File: config.mk
export PLATFORM = sky130hd
export DESIGN_NAME = vmb_object_bank
export DESIGN_NICKNAME = d
export VERILOG_FILES = /design/src/pkg/vmb_pkg.sv /design/src/logic/vmb_cmd_map.sv /design/src/logic/vmb_object_bank.sv
export SDC_FILE = /design/constraint.sdc
export NUM_CORES = 1
export LEC_CHECK = 0
export BUFFER_PORTS_ARGS = -buffer_cell sky130_fd_sc_hd__buf_2
export CAP_MARGIN = 0
export CELL_PAD_IN_SITES_DETAIL_PLACEMENT = 2
export CELL_PAD_IN_SITES_GLOBAL_PLACEMENT = 2
export CORE_ASPECT_RATIO = 1.4
export CORE_MARGIN = 4
export CORE_UTILIZATION = 32
export DETAILED_ROUTE_END_ITERATION = 6
export MAX_ROUTING_LAYER = met4
export PLACE_DENSITY_LB_ADDON = 0.1
export SLEW_MARGIN = 20
export SYNTH_ARGS = -nofsm -noshare
export SYNTH_HDL_FRONTEND = slang
export SYNTH_SLANG_ARGS = --single-unit
File: constraint.sdc
create_clock -name REF_CLK -period 8.09 [get_ports REF_CLK]
set_input_delay 1.618 -clock REF_CLK [delete_from_list [all_inputs] [get_ports REF_CLK]]
set_output_delay 1.618 -clock REF_CLK [all_outputs]
set_load 0.05 [all_outputs]
File: src/pkg/vmb_pkg.sv
/*
  package for the velocity-mode object bank: object indices, sub-indices,
  field positions, reset values and the access response codes.
  assumes a single system clock domain; no other package is needed.
*/
package vmb_pkg;
  // object dictionary indices
  localparam logic [15:0] IDX_CONTROL_WORD   = 16'h6040;
  localparam logic [15:0] IDX_TARGET_SPEED   = 16'h6042;
  localparam logic [15:0] IDX_SPEED_DEMAND   = 16'h6043;
  localparam logic [15:0] IDX_SPEED_EFFORT   = 16'h6044;
  localparam logic [15:0] IDX_SPEED_LIMITS   = 16'h6046;
  localparam logic [15:0] IDX_MODE_SELECT    = 16'h6060;
  localparam logic [15:0] IDX_MODE_DISPLAY   = 16'h6061;
  // sub-indices
  localparam logic [7:0]  SUB_COUNT          = 8'h00;
  localparam logic [7:0]  SUB_MIN            = 8'h01;
  localparam logic [7:0]  SUB_MAX            = 8'h02;
  localparam logic [31:0] LIMIT_SUB_LAST     = 32'h0000_0002;
  // mode encoding
  localparam logic [7:0]  MODE_VELOCITY      = 8'h02;
  // control word bit positions in velocity mode
  localparam int          CW_RSVD4_BIT       = 4;
  localparam int          CW_RSVD5_BIT       = 5;
  localparam int          CW_RAMP_BIT        = 6;
  localparam int          CW_HALT_BIT        = 8;
  // internal command word bit positions
  localparam int          ICW_RUN_BIT        = 0;
  localparam int          ICW_REV_BIT        = 2;
  // status word mode-specific bits
  localparam int          SW_MS_LO_BIT       = 12;
  localparam int          SW_MS_HI_BIT       = 13;
  // reset values
  localparam logic [15:0] TARGET_SPEED_RST   = 16'h0000;
  localparam logic [15:0] CONTROL_WORD_RST   = 16'h0000;
  localparam logic [31:0] MIN_SPEED_RST      = 32'h0000_0000;
  localparam logic [31:0] MAX_SPEED_RST      = 32'h0000_0000;
  // access answer codes
  typedef enum logic [1:0] {
    VMB_ACK_OK,
    VMB_ACK_NO_OBJECT,
    VMB_ACK_READ_ONLY,
    VMB_ACK_BAD_VALUE
  } vmb_ack_t;
endpackage
File: src/logic/vmb_cmd_map.sv
/*
  vmb_cmd_map: maps the control word and target speed onto the internal
  command word and the unsigned speed reference.
  assumes control word and target speed come from registers of the bank.
*/
`timescale 1ns/1ns
module vmb_cmd_map (
  input  wire logic [15:0] ctrl_word,    // control word as held by the bank
  input  wire logic [15:0] target_speed, // signed target speed in rpm
  input  wire logic [15:0] base_cmd,     // state-machine bits from outside
  output logic      [15:0] cmd_word,     // internal command word
  output logic      [15:0] speed_mag     // speed reference magnitude
);
  logic run_req; // ramp run request

  // run needs ramp enabled and no halt; bits 4 and 5 have no effect here
  always_comb begin
    run_req  = ctrl_word[vmb_pkg::CW_RAMP_BIT] & ~ctrl_word[vmb_pkg::CW_HALT_BIT];
    cmd_word = base_cmd;
    cmd_word[vmb_pkg::ICW_RUN_BIT] = run_req;
    cmd_word[vmb_pkg::ICW_REV_BIT] = target_speed[15];
    // magnitude only; direction travels in the command word
    if (target_speed[15]) begin
      speed_mag = 16'(~target_speed + 16'h0001);
    end else begin
      speed_mag = target_speed;
    end
  end
endmodule

File: src/logic/vmb_object_bank.sv
/*
  vmb_object_bank: velocity-mode object bank of the drive's network side.
  holds mode select/display, target speed, demand, effort and speed limits,
  and forms the internal command word and speed reference.
  assumes an object access port (index, sub-index, strobes) from the
  protocol stack and ramp/measurement values from the drive core.
*/
// Functional notes
// - mode select supports only velocity value 2
// - mode display reports same encoding, reads 2
// - control bit 6 enables ramp run bit
// - control bit 8 halts, clearing run bit
// - control bits 4 and 5 have no function
// - status bits 12 and 13 stay reserved
// - target speed signed 16-bit, reset zero
// - negative target sets reverse command bit 2
// - demand object shows post-ramp reference
// - effort shows measured speed, or demand
// - limit array sub 0 reads 2; 1,2 writable
// - limits positive only, both directions
// - run bit 0 starts/stops through ramp
`timescale 1ns/1ns
module vmb_object_bank (
  input  wire logic        REF_CLK,      // system clock, 125 MHz
  input  wire logic        RESET,        // asynchronous reset, active high
  input  wire logic        OBJ_WR,       // write strobe, one cycle
  input  wire logic        OBJ_RD,       // read strobe, one cycle
  input  wire logic [15:0] OBJ_INDEX,    // object index
  input  wire logic [7:0]  OBJ_SUB,      // object sub-index
  input  wire logic [31:0] OBJ_WDATA,    // write data, all 32 bits for limits, low bits otherwise
  output logic      [31:0] OBJ_RDATA,    // read data, registered
  output logic             OBJ_DONE,     // answer strobe, registered
  output logic      [1:0]  OBJ_ACK,      // answer code, registered
  input  wire logic [15:0] BASE_CMD,     // state-machine command bits
  input  wire logic [15:0] DEMAND_RPM,   // ramp output from drive core
  input  wire logic [15:0] MEASURED_RPM, // measured motor speed
  input  wire logic        HAS_FEEDBACK, // measured speed is valid
  input  wire logic [15:0] STATUS_IN,    // status word from state machine
  output logic      [15:0] STATUS_OUT,   // status word, mode bits cleared
  output logic      [15:0] CMD_WORD,     // internal network command word
  output logic      [15:0] SPEED_REF,    // internal speed reference
  output logic      [31:0] MIN_SPEED,    // internal minimum speed setting
  output logic      [31:0] MAX_SPEED     // internal maximum speed setting
);
  // full state of the bank
  typedef struct packed {
    logic [15:0] ctrl;     // control word copy
    logic [15:0] target;   // target speed
    logic [31:0] vmin;     // minimum speed
    logic [31:0] vmax;     // maximum speed
    logic [7:0]  mode;     // active mode
    logic [31:0] rdata;    // read answer data
    logic        done;     // answer strobe
    logic [1:0]  ack;      // answer code
    logic [15:0] cmd;      // command word out
    logic [15:0] sref;     // speed reference out
  } vmb_state_t;

  vmb_state_t   st_r;        // registered state
  vmb_state_t   st_nxt;      // next state
  logic [15:0]  cmd_w;       // mapped command word
  logic [15:0]  mag_w;       // speed magnitude
  logic [15:0]  effort_w;    // effort object value
  vmb_pkg::vmb_ack_t ack_w;  // answer for current access

  // sign-extend a 16-bit object into the 32-bit read word
  function automatic logic [31:0] sext16(input logic [15:0] v);
    sext16 = {{16{v[15]}}, v};
  endfunction

  // a speed limit is accepted only when strictly positive
  function automatic logic limit_ok(input logic [31:0] v);
    limit_ok = (v != 32'h0000_0000) && !v[31];
  endfunction

  vmb_cmd_map vmb_cmd_map_inst (
    .ctrl_word    (st_r.ctrl),
    .target_speed (st_r.target),
    .base_cmd     (BASE_CMD),
    .cmd_word     (cmd_w),
    .speed_mag    (mag_w)
  );

  // without feedback the effort mirrors the demand
  assign effort_w = HAS_FEEDBACK ? MEASURED_RPM : DEMAND_RPM;

  // object decode, write acceptance and read mux
  always_comb begin
    st_nxt      = st_r;
    st_nxt.done = 1'b0;
    ack_w       = vmb_pkg::VMB_ACK_OK;
    st_nxt.cmd  = cmd_w;   // registered so outputs are glitch free
    st_nxt.sref = mag_w;
    if (OBJ_WR || OBJ_RD) begin
      st_nxt.rdata = 32'h0000_0000;
      case (OBJ_INDEX)
        vmb_pkg::IDX_CONTROL_WORD: begin
          if (OBJ_WR) st_nxt.ctrl = OBJ_WDATA[15:0];
          else st_nxt.rdata = {16'h0000, st_r.ctrl};
        end
        vmb_pkg::IDX_TARGET_SPEED: begin
          if (OBJ_WR) st_nxt.target = OBJ_WDATA[15:0];
          else st_nxt.rdata = sext16(st_r.target);
        end
        vmb_pkg::IDX_SPEED_DEMAND: begin
          if (OBJ_WR) ack_w = vmb_pkg::VMB_ACK_READ_ONLY;
          else st_nxt.rdata = sext16(DEMAND_RPM);
        end
        vmb_pkg::IDX_SPEED_EFFORT: begin
          if (OBJ_WR) ack_w = vmb_pkg::VMB_ACK_READ_ONLY;
          else st_nxt.rdata = sext16(effort_w);
        end
        vmb_pkg::IDX_SPEED_LIMITS: begin
          case (OBJ_SUB)
            vmb_pkg::SUB_COUNT: begin
              if (OBJ_WR) ack_w = vmb_pkg::VMB_ACK_READ_ONLY;
              else st_nxt.rdata = vmb_pkg::LIMIT_SUB_LAST;
            end
            vmb_pkg::SUB_MIN: begin
              if (!OBJ_WR) st_nxt.rdata = st_r.vmin;
              else if (limit_ok(OBJ_WDATA)) st_nxt.vmin = OBJ_WDATA;
              else ack_w = vmb_pkg::VMB_ACK_BAD_VALUE;
            end
            vmb_pkg::SUB_MAX: begin
              if (!OBJ_WR) st_nxt.rdata = st_r.vmax;
              else if (limit_ok(OBJ_WDATA)) st_nxt.vmax = OBJ_WDATA;
              else ack_w = vmb_pkg::VMB_ACK_BAD_VALUE;
            end
            default: ack_w = vmb_pkg::VMB_ACK_NO_OBJECT;
          endcase
        end
        vmb_pkg::IDX_MODE_SELECT, vmb_pkg::IDX_MODE_DISPLAY: begin
          // display is writable too but only the one mode is accepted
          if (!OBJ_WR) st_nxt.rdata = sext16({{8{st_r.mode[7]}}, st_r.mode});
          else if (OBJ_WDATA[7:0] == vmb_pkg::MODE_VELOCITY) st_nxt.mode = OBJ_WDATA[7:0];
          else ack_w = vmb_pkg::VMB_ACK_BAD_VALUE;
        end
        default: ack_w = vmb_pkg::VMB_ACK_NO_OBJECT;
      endcase
      st_nxt.done = 1'b1;
      st_nxt.ack  = ack_w;
    end
  end

  // state register; mode starts in the only supported mode
  always_ff @(posedge REF_CLK or posedge RESET) begin
    if (RESET) begin
      st_r.ctrl   <= vmb_pkg::CONTROL_WORD_RST;
      st_r.target <= vmb_pkg::TARGET_SPEED_RST;
      st_r.vmin   <= vmb_pkg::MIN_SPEED_RST;
      st_r.vmax   <= vmb_pkg::MAX_SPEED_RST;
      st_r.mode   <= vmb_pkg::MODE_VELOCITY;
      st_r.rdata  <= 32'h0000_0000;
      st_r.done   <= 1'b0;
      st_r.ack    <= 2'h0;
      st_r.cmd    <= 16'h0000;
      st_r.sref   <= 16'h0000;
    end else begin
      st_r <= st_nxt;
    end
  end

  // outputs
  assign OBJ_RDATA = st_r.rdata;
  assign OBJ_DONE  = st_r.done;
  assign OBJ_ACK   = st_r.ack;
  assign CMD_WORD  = st_r.cmd;
  assign SPEED_REF = st_r.sref;
  assign MIN_SPEED = st_r.vmin;
  assign MAX_SPEED = st_r.vmax;
  // mode-specific status bits are held at zero for now
  always_comb begin
    STATUS_OUT = STATUS_IN;
    STATUS_OUT[vmb_pkg::SW_MS_LO_BIT] = 1'b0;
    STATUS_OUT[vmb_pkg::SW_MS_HI_BIT] = 1'b0;
  end

  // assertions
  a_mode_fixed: assert property (@(posedge REF_CLK) disable iff (RESET)
    st_r.mode == vmb_pkg::MODE_VELOCITY) else $error("mode left velocity");
  a_bad_mode_nack: assert property (@(posedge REF_CLK) disable iff (RESET)
    OBJ_WR && OBJ_INDEX == vmb_pkg::IDX_MODE_SELECT && OBJ_WDATA[7:0] != vmb_pkg::MODE_VELOCITY
    |=> OBJ_DONE && OBJ_ACK == 2'(vmb_pkg::VMB_ACK_BAD_VALUE)) else $error("bad mode accepted");
  a_mode_readback: assert property (@(posedge REF_CLK) disable iff (RESET)
    OBJ_RD && OBJ_INDEX == vmb_pkg::IDX_MODE_DISPLAY |=> OBJ_RDATA == 32'h0000_0002)
    else $error("mode display wrong");
  a_run_bit: assert property (@(posedge REF_CLK) disable iff (RESET)
    ##1 CMD_WORD[0] == ($past(st_r.ctrl[6]) && !$past(st_r.ctrl[8]))) else $error("run bit wrong");
  a_halt_stops: assert property (@(posedge REF_CLK) disable iff (RESET)
    OBJ_WR && OBJ_INDEX == vmb_pkg::IDX_CONTROL_WORD && OBJ_WDATA[8] |=> ##1 !CMD_WORD[0])
    else $error("halt ignored");
  a_reverse_bit: assert property (@(posedge REF_CLK) disable iff (RESET)
    OBJ_WR && OBJ_INDEX == vmb_pkg::IDX_TARGET_SPEED |=> ##1 CMD_WORD[2] == $past(OBJ_WDATA[15], 2))
    else $error("direction bit wrong");
  a_demand_read: assert property (@(posedge REF_CLK) disable iff (RESET)
    OBJ_RD && OBJ_INDEX == vmb_pkg::IDX_SPEED_DEMAND |=> OBJ_RDATA[15:0] == $past(DEMAND_RPM))
    else $error("demand read wrong");
  a_effort_mirror: assert property (@(posedge REF_CLK) disable iff (RESET)
    OBJ_RD && OBJ_INDEX == vmb_pkg::IDX_SPEED_EFFORT && !HAS_FEEDBACK
    |=> OBJ_RDATA[15:0] == $past(DEMAND_RPM)) else $error("effort not demand");
  a_limit_count: assert property (@(posedge REF_CLK) disable iff (RESET)
    OBJ_RD && OBJ_INDEX == vmb_pkg::IDX_SPEED_LIMITS && OBJ_SUB == 8'h00 |=> OBJ_RDATA == 32'h0000_0002)
    else $error("limit count wrong");
  a_limit_positive: assert property (@(posedge REF_CLK) disable iff (RESET)
    OBJ_WR && OBJ_INDEX == vmb_pkg::IDX_SPEED_LIMITS && OBJ_SUB == 8'h02 && OBJ_WDATA[31]
    |=> $stable(MAX_SPEED)) else $error("negative limit taken");
  a_status_rsvd: assert property (@(posedge REF_CLK) disable iff (RESET)
    STATUS_OUT[13:12] == 2'h0) else $error("status mode bits set");
  // a clean ramp-enable write must raise the run bit two edges later
  a_ramp_start: assert property (@(posedge REF_CLK) disable iff (RESET)
    OBJ_WR && OBJ_INDEX == vmb_pkg::IDX_CONTROL_WORD
    && OBJ_WDATA[vmb_pkg::CW_RAMP_BIT] && !OBJ_WDATA[vmb_pkg::CW_HALT_BIT]
    |=> ##1 CMD_WORD[vmb_pkg::ICW_RUN_BIT]) else $error("ramp start ignored");
  a_min_guarded: assert property (@(posedge REF_CLK) disable iff (RESET)
    OBJ_WR && OBJ_INDEX == vmb_pkg::IDX_SPEED_LIMITS && OBJ_SUB == vmb_pkg::SUB_MIN
    && (OBJ_WDATA == 32'h0000_0000 || OBJ_WDATA[31])
    |=> $stable(MIN_SPEED) && OBJ_ACK == 2'(vmb_pkg::VMB_ACK_BAD_VALUE)) else $error("bad minimum taken");
  a_effort_measured: assert property (@(posedge REF_CLK) disable iff (RESET)
    OBJ_RD && !OBJ_WR && OBJ_INDEX == vmb_pkg::IDX_SPEED_EFFORT && HAS_FEEDBACK
    |=> OBJ_RDATA[15:0] == $past(MEASURED_RPM)) else $error("effort not measured");
  a_sub0_fixed: assert property (@(posedge REF_CLK) disable iff (RESET)
    OBJ_WR && OBJ_INDEX == vmb_pkg::IDX_SPEED_LIMITS && OBJ_SUB == vmb_pkg::SUB_COUNT
    |=> OBJ_DONE && OBJ_ACK == 2'(vmb_pkg::VMB_ACK_READ_ONLY)) else $error("limit count writable");
  a_mode_accept: assert property (@(posedge REF_CLK) disable iff (RESET)
    OBJ_WR && OBJ_INDEX == vmb_pkg::IDX_MODE_SELECT && OBJ_WDATA[7:0] == vmb_pkg::MODE_VELOCITY
    |=> OBJ_DONE && OBJ_ACK == 2'(vmb_pkg::VMB_ACK_OK)) else $error("velocity mode refused");
  // main scenarios: run, reverse, refused mode, halt, sensorless effort
  c_run: cover property (@(posedge REF_CLK) disable iff (RESET) $rose(CMD_WORD[0]));
  c_reverse: cover property (@(posedge REF_CLK) disable iff (RESET) $rose(CMD_WORD[2]));
  c_bad_mode: cover property (@(posedge REF_CLK) disable iff (RESET)
    OBJ_DONE && OBJ_ACK == 2'(vmb_pkg::VMB_ACK_BAD_VALUE));
  c_halt: cover property (@(posedge REF_CLK) disable iff (RESET) $fell(CMD_WORD[0]));
  c_no_feedback: cover property (@(posedge REF_CLK) disable iff (RESET)
    OBJ_DONE && !HAS_FEEDBACK);
endmodule

[Word level (Yosys, flattened, before mapping)]
Index checks and enable logic that the tools add are counted.
Word-level totals
  word-level logic and storage cells: 58
  output and inout bits: 147
  bits of input ports: 125
  bits in registers: 171
Operators by class
  eq/ne operators: 10
  reduce and logical (&&, ||, !) cells: 14
  $add $sub $neg: 1
  bitwise gates (word level): 3
  multiplexer cells: 20
Operators by type and width (count)
  2-to-1 mux 32 bit: 6
  one-hot mux 32 bit (6 select lines): 1
  equality test 16 x 15 -> 1 bit (second input constant): 7
  one-hot mux 32 bit (3 select lines): 1
  2-to-1 mux 16 bit: 3
  nonzero test 32 bit: 1
  adder 16 x 1 -> 16 bit (second input constant): 1
  equality test 8 x 2 -> 1 bit (second input constant): 2
  NOT 16 bit: 1
  2-to-1 mux 2 bit: 6
  AND reduction 5 bit: 2
  equality test 8 x 1 -> 1 bit (second input constant): 1
  logical NOT 8 bit: 1
  one-hot mux 2 bit (4 select lines): 1
  OR reduction 2 bit: 4
  AND reduction 3 bit: 2
  one-hot mux 2 bit (2 select lines): 1
  AND reduction 4 bit: 1
  2-to-1 mux 3 bit: 1
  AND 1 bit: 1
  logical AND 1 bit: 1
  logical NOT 1 bit: 1
  logical OR 1 bit: 1
  NOT 1 bit: 1

[Longest topological paths before layout]
  depth after elaboration: 7
  depth in mapped cells: 8
  gate-level depth less buffers: 6

[By module]
A second synthesis with hierarchy kept.
Second synthesis, totals
  cells, all modules: 798
  area, all modules: 9135.0 µm²
Modules (own cells, without submodules)
  vmb_object_bank: cells each 737, area each 8687.1 µm², instances 1, seq. area each 4280.4 µm²
  vmb_cmd_map: cells each 61, area each 447.9 µm², instances 1, seq. area each 0.0 µm²

[Least setup slack after synthesis]
No wires, ideal clock.
  path kind: input to register
  from: input OBJ_INDEX[4]
  to: register st_r (netlist bit MAX_SPEED[10])
  buffers on the path: 2
  setup slack: 4.577 ns
  setup time: 0.128 ns
  required time: 7.962 ns
  stages: 7
  arrival time: 3.386 ns
  cell sequence: buf_2 > nor4b_4 > nand4_4 > nor2_4 > nand4_2 > buf_2 > mux2_1
On the way
  cells in the longest elaborated chain, start to end: 2
Ends and longest elaborated chain
  start: declaration: RTL line vmb_object_bank.sv:28  | input wire logic [15:0] OBJ_INDEX,
  equality test 16 x 15 -> 1 bit: RTL line vmb_object_bank.sv:96  | case (OBJ_INDEX)
  AND reduction 5 bit (no source line)
  end signal: assignment: RTL line vmb_object_bank.sv:159  | st_r <= st_nxt;
  end: declaration: RTL line vmb_object_bank.sv:59  | vmb_state_t st_r;
No other way between the ends.
A chain may end at the register's enable or synchronous reset.

[Worst setup path in the final report]
  from: input OBJ_SUB[3]
  to: register st_r (netlist bit MAX_SPEED[12])
On the way
  cells in the longest elaborated chain, start to end: 2
Ends and longest elaborated chain
  start: declaration: RTL line vmb_object_bank.sv:29  | input wire logic [7:0] OBJ_SUB,
  equality test 8 x 2 -> 1 bit: RTL line vmb_object_bank.sv:114  | case (OBJ_SUB)
  AND reduction 5 bit (no source line)
No other way between the ends.

==> results.cfg <==
[global_route]
gr-usage-met3_pct = 4.847
met2_usage_pct = 36.25
busiest_layer = met2
grt_pass1_vias = 7480
grt_use_total_pct = 19.99
overflow = 0
antenna_found_initial = 2
grt_max_degree = 89
grt_pass1_wl_um = 45050
grt_util_met1_pct = 21.11

[floorplanning]
dieArea_mm2 = 0.03073
die-height_um = 205.8
initial_core_util_pct = 32.45
rows = 72
die_w_um = 149.3
core_region_area_mm2 = 0.02757
ios = 272

[power]
powerDensity_mw_per_mm2 = 187.2
ir_drop_uv = 140.9
p_leak_nw = 5.018

[critical_path]
crit_required_ns = 8.41
cp.arrival_ns = 4.71
startpoint_type = input pin
end_kind = flop
cp_max_fo = 17
criticalPathCategory = input pin to flop

[logic_synthesis]
yosys_warnings = 0
synthCells = 803
ys_types = 61
synth_top_area_share_pct = 47.56
yosys-top-cells-area = dfrtp_1, buf_4, mux2_2
netlist_area_mm2 = 0.008945
synth_compound_area_share_pct = 13.11
synth_top_family_by_area = buffers and inverters
muxShareOfSynthArea_pct = 13.85
syn_avg_cell_area_um2 = 11.14
yosysMostFrequentCell = dfrtp_1
synth_simple_gate_area_share_pct = 8.854
synthAdderAreaFrac_pct = 0.1399
synth_xor_area_share_pct = 1.273
synth-seq-cells = 171
synth_commonest_cells = dfrtp_1, buf_4, mux2_2
yosysTopAreaCell = dfrtp_1
synth-main-ff-cell = dfrtp_1
synthArstFlopShare_pct = 100.0
seq_area_frac_synth_pct = 47.85
synth_edf_count = 0

[drt]
ant_nets = 0
drt_first_pass_iters = 4
drtIter0Drc = 222
viasPerCell = 5.063
num_vias = 6395
routed_wl_um = 29320
drt_drc_violations_left = 0
post_drt_wl_per_cell_um = 23.21

[clocking]
cts_tree = done
cts-resized-gates = 0
clk_pin_slew_ns = 0.07
cts_buffer_depth = 2
hold_buffers = 0
cts_sinks = 171
root_buffer = clkbuf_16
cts_max_level = 4
numCtsBuffers = 17
clk_latency_ns = 0.44
post-cts-setup-buffers = 0

[sta]
setup_violations = 0
fin_tns_setup_ns = 0
tightest_slew_ns = 1.111
slew_violations = 0
final-hold-violation-count = 0
max_freq_mhz = 227.6
period_needed_ns = 4.393
slew_headroom_pct = 25.78
rsz0062_at_grt = false
fin_ws_ns = 3.697
skew_ns = 0.005086
post-route-period-util_pct = 54.30

[job]
cap_violations = 0

[placed_design]
place_area_mm2 = 0.009412
dpl.cell_count = 1229
hpwlAfterDp_um = 21850
routabilityCongestion = 0.7946
io_buffers = 237
pre_cts_ws_ns = 3.151

[finish]
fin_cells = 1263
post-route-util_pct = 36.48
final_layout_size_suffix_gt1_share_pct = 44.00
layout.nets = 1004
synthToLayoutAreaGrowth_pct = 12.43
final_area_mm2 = 0.01006

[worst_hold_path]
hold_class = flop to flop

[outcome]
status = finished clean
final cells by class:
type	count	area (um2)
diodes	2	5.005
clock buffers	17	425.4
clock inverters	15	211.5
fillers	3039	17510
inverters	14	57.56
multi-input cells	429	3364
flip-flops and latches	171	4280
well taps	370	462.9
repair buffers	245	1250
power breakdown:
group          leakage [nW]  internal, mW  total, mW  switching, mW
registers              2.31         0.858      0.859       0.000916
clock network         0.296         0.524      0.900          0.377
logic                  2.41        0.0365      0.123         0.0869
total                  5.02          1.42       1.88          0.464
kinds of logic after synthesis:
family	Yosys count
buffers and inverters	204
flip-flops	171
AO/OA/AOI/OAI	162
AND/OR/NAND/NOR	141
multiplexers	110
XOR/XNOR	13
adder cells (fa/ha/maj)	1
other	1
routing by layer:
metal	wire length [um]	up-vias
met1	10950	3278
met5	0	-
met2	15970	203
met3	1666	36
met4	733	0
li1	-	2878
per-stage QoR:
| stage | total power, mW | hold slack (ns) |
|---|---|---|
| after floorplan | 0.9637 | 0.3519 |
| after global placement | 0.9984 | 0.4541 |
| after detailed placement | 1.002 | 0.4567 |
| after CTS | 1.913 | 0.4708 |
| after global routing | 1.960 | 0.5127 |
| final | 1.883 | 0.4674 |
layout by cell type (no fill, tap or decap), types with 3 or more instances in the layout:
cell,n
nor2_1,18
or4_1,3
a22oi_1,60
o31ai_1,3
o41ai_1,3
a31oi_1,10
a22o_1,18
a211oi_1,3
xnor2_1,13
o21ai_0,27
dfrtp_1,170
nand2b_1,4
nand2_1,62
o32ai_1,5
clkbuf_16,17
mux2_1,16
nor4_1,8
nor2b_1,3
inv_6,4
mux2_2,94
bufinv_16,4
clkinvlp_4,5
inv_1,12
a21oi_1,3
o211ai_1,8
buf_4,7
nand3_1,5
buf_2,237
nor3_1,4
o22ai_1,15
worst max-delay path, cell delays in order:
cell,delay [ns]
buf_2,0.10
nor4_1,0.82
nand4_4,0.36
nor2_4,0.28
nand4_2,0.64
buf_4,0.52
mux2_1,0.36
state kept, by name (all words and copies together), names as in the netlist:
| register | flops |
|---|---|
| MIN_SPEED | 32 |
| SPEED_REF | 16 |
| st_r | 40 |
| OBJ_ACK | 2 |
| OBJ_RDATA | 32 |
| CMD_WORD | 16 |
| OBJ_DONE | 1 |
| MAX_SPEED | 32 |
worst paths after layout:
check / from / endpoint / slack [ns] / depth (start not counted)
worst max-delay path: OBJ_SUB[3] / MAX_SPEED[12] / 3.70 / 7
worst min-delay path: OBJ_RDATA[5] / OBJ_RDATA[5] / 0.47 / 2
worst max register to register: st_r[142] / SPEED_REF[13] / 5.91 / 5
worst min register to register: OBJ_RDATA[5] / OBJ_RDATA[5] / 0.47 / 2
max in group asynchronous: RESET / SPEED_REF[1] / 5.46 / 3
min in group asynchronous: RESET / OBJ_RDATA[28] / 1.36 / 2
Note: power is estimated with default switching activity, not from simulation.
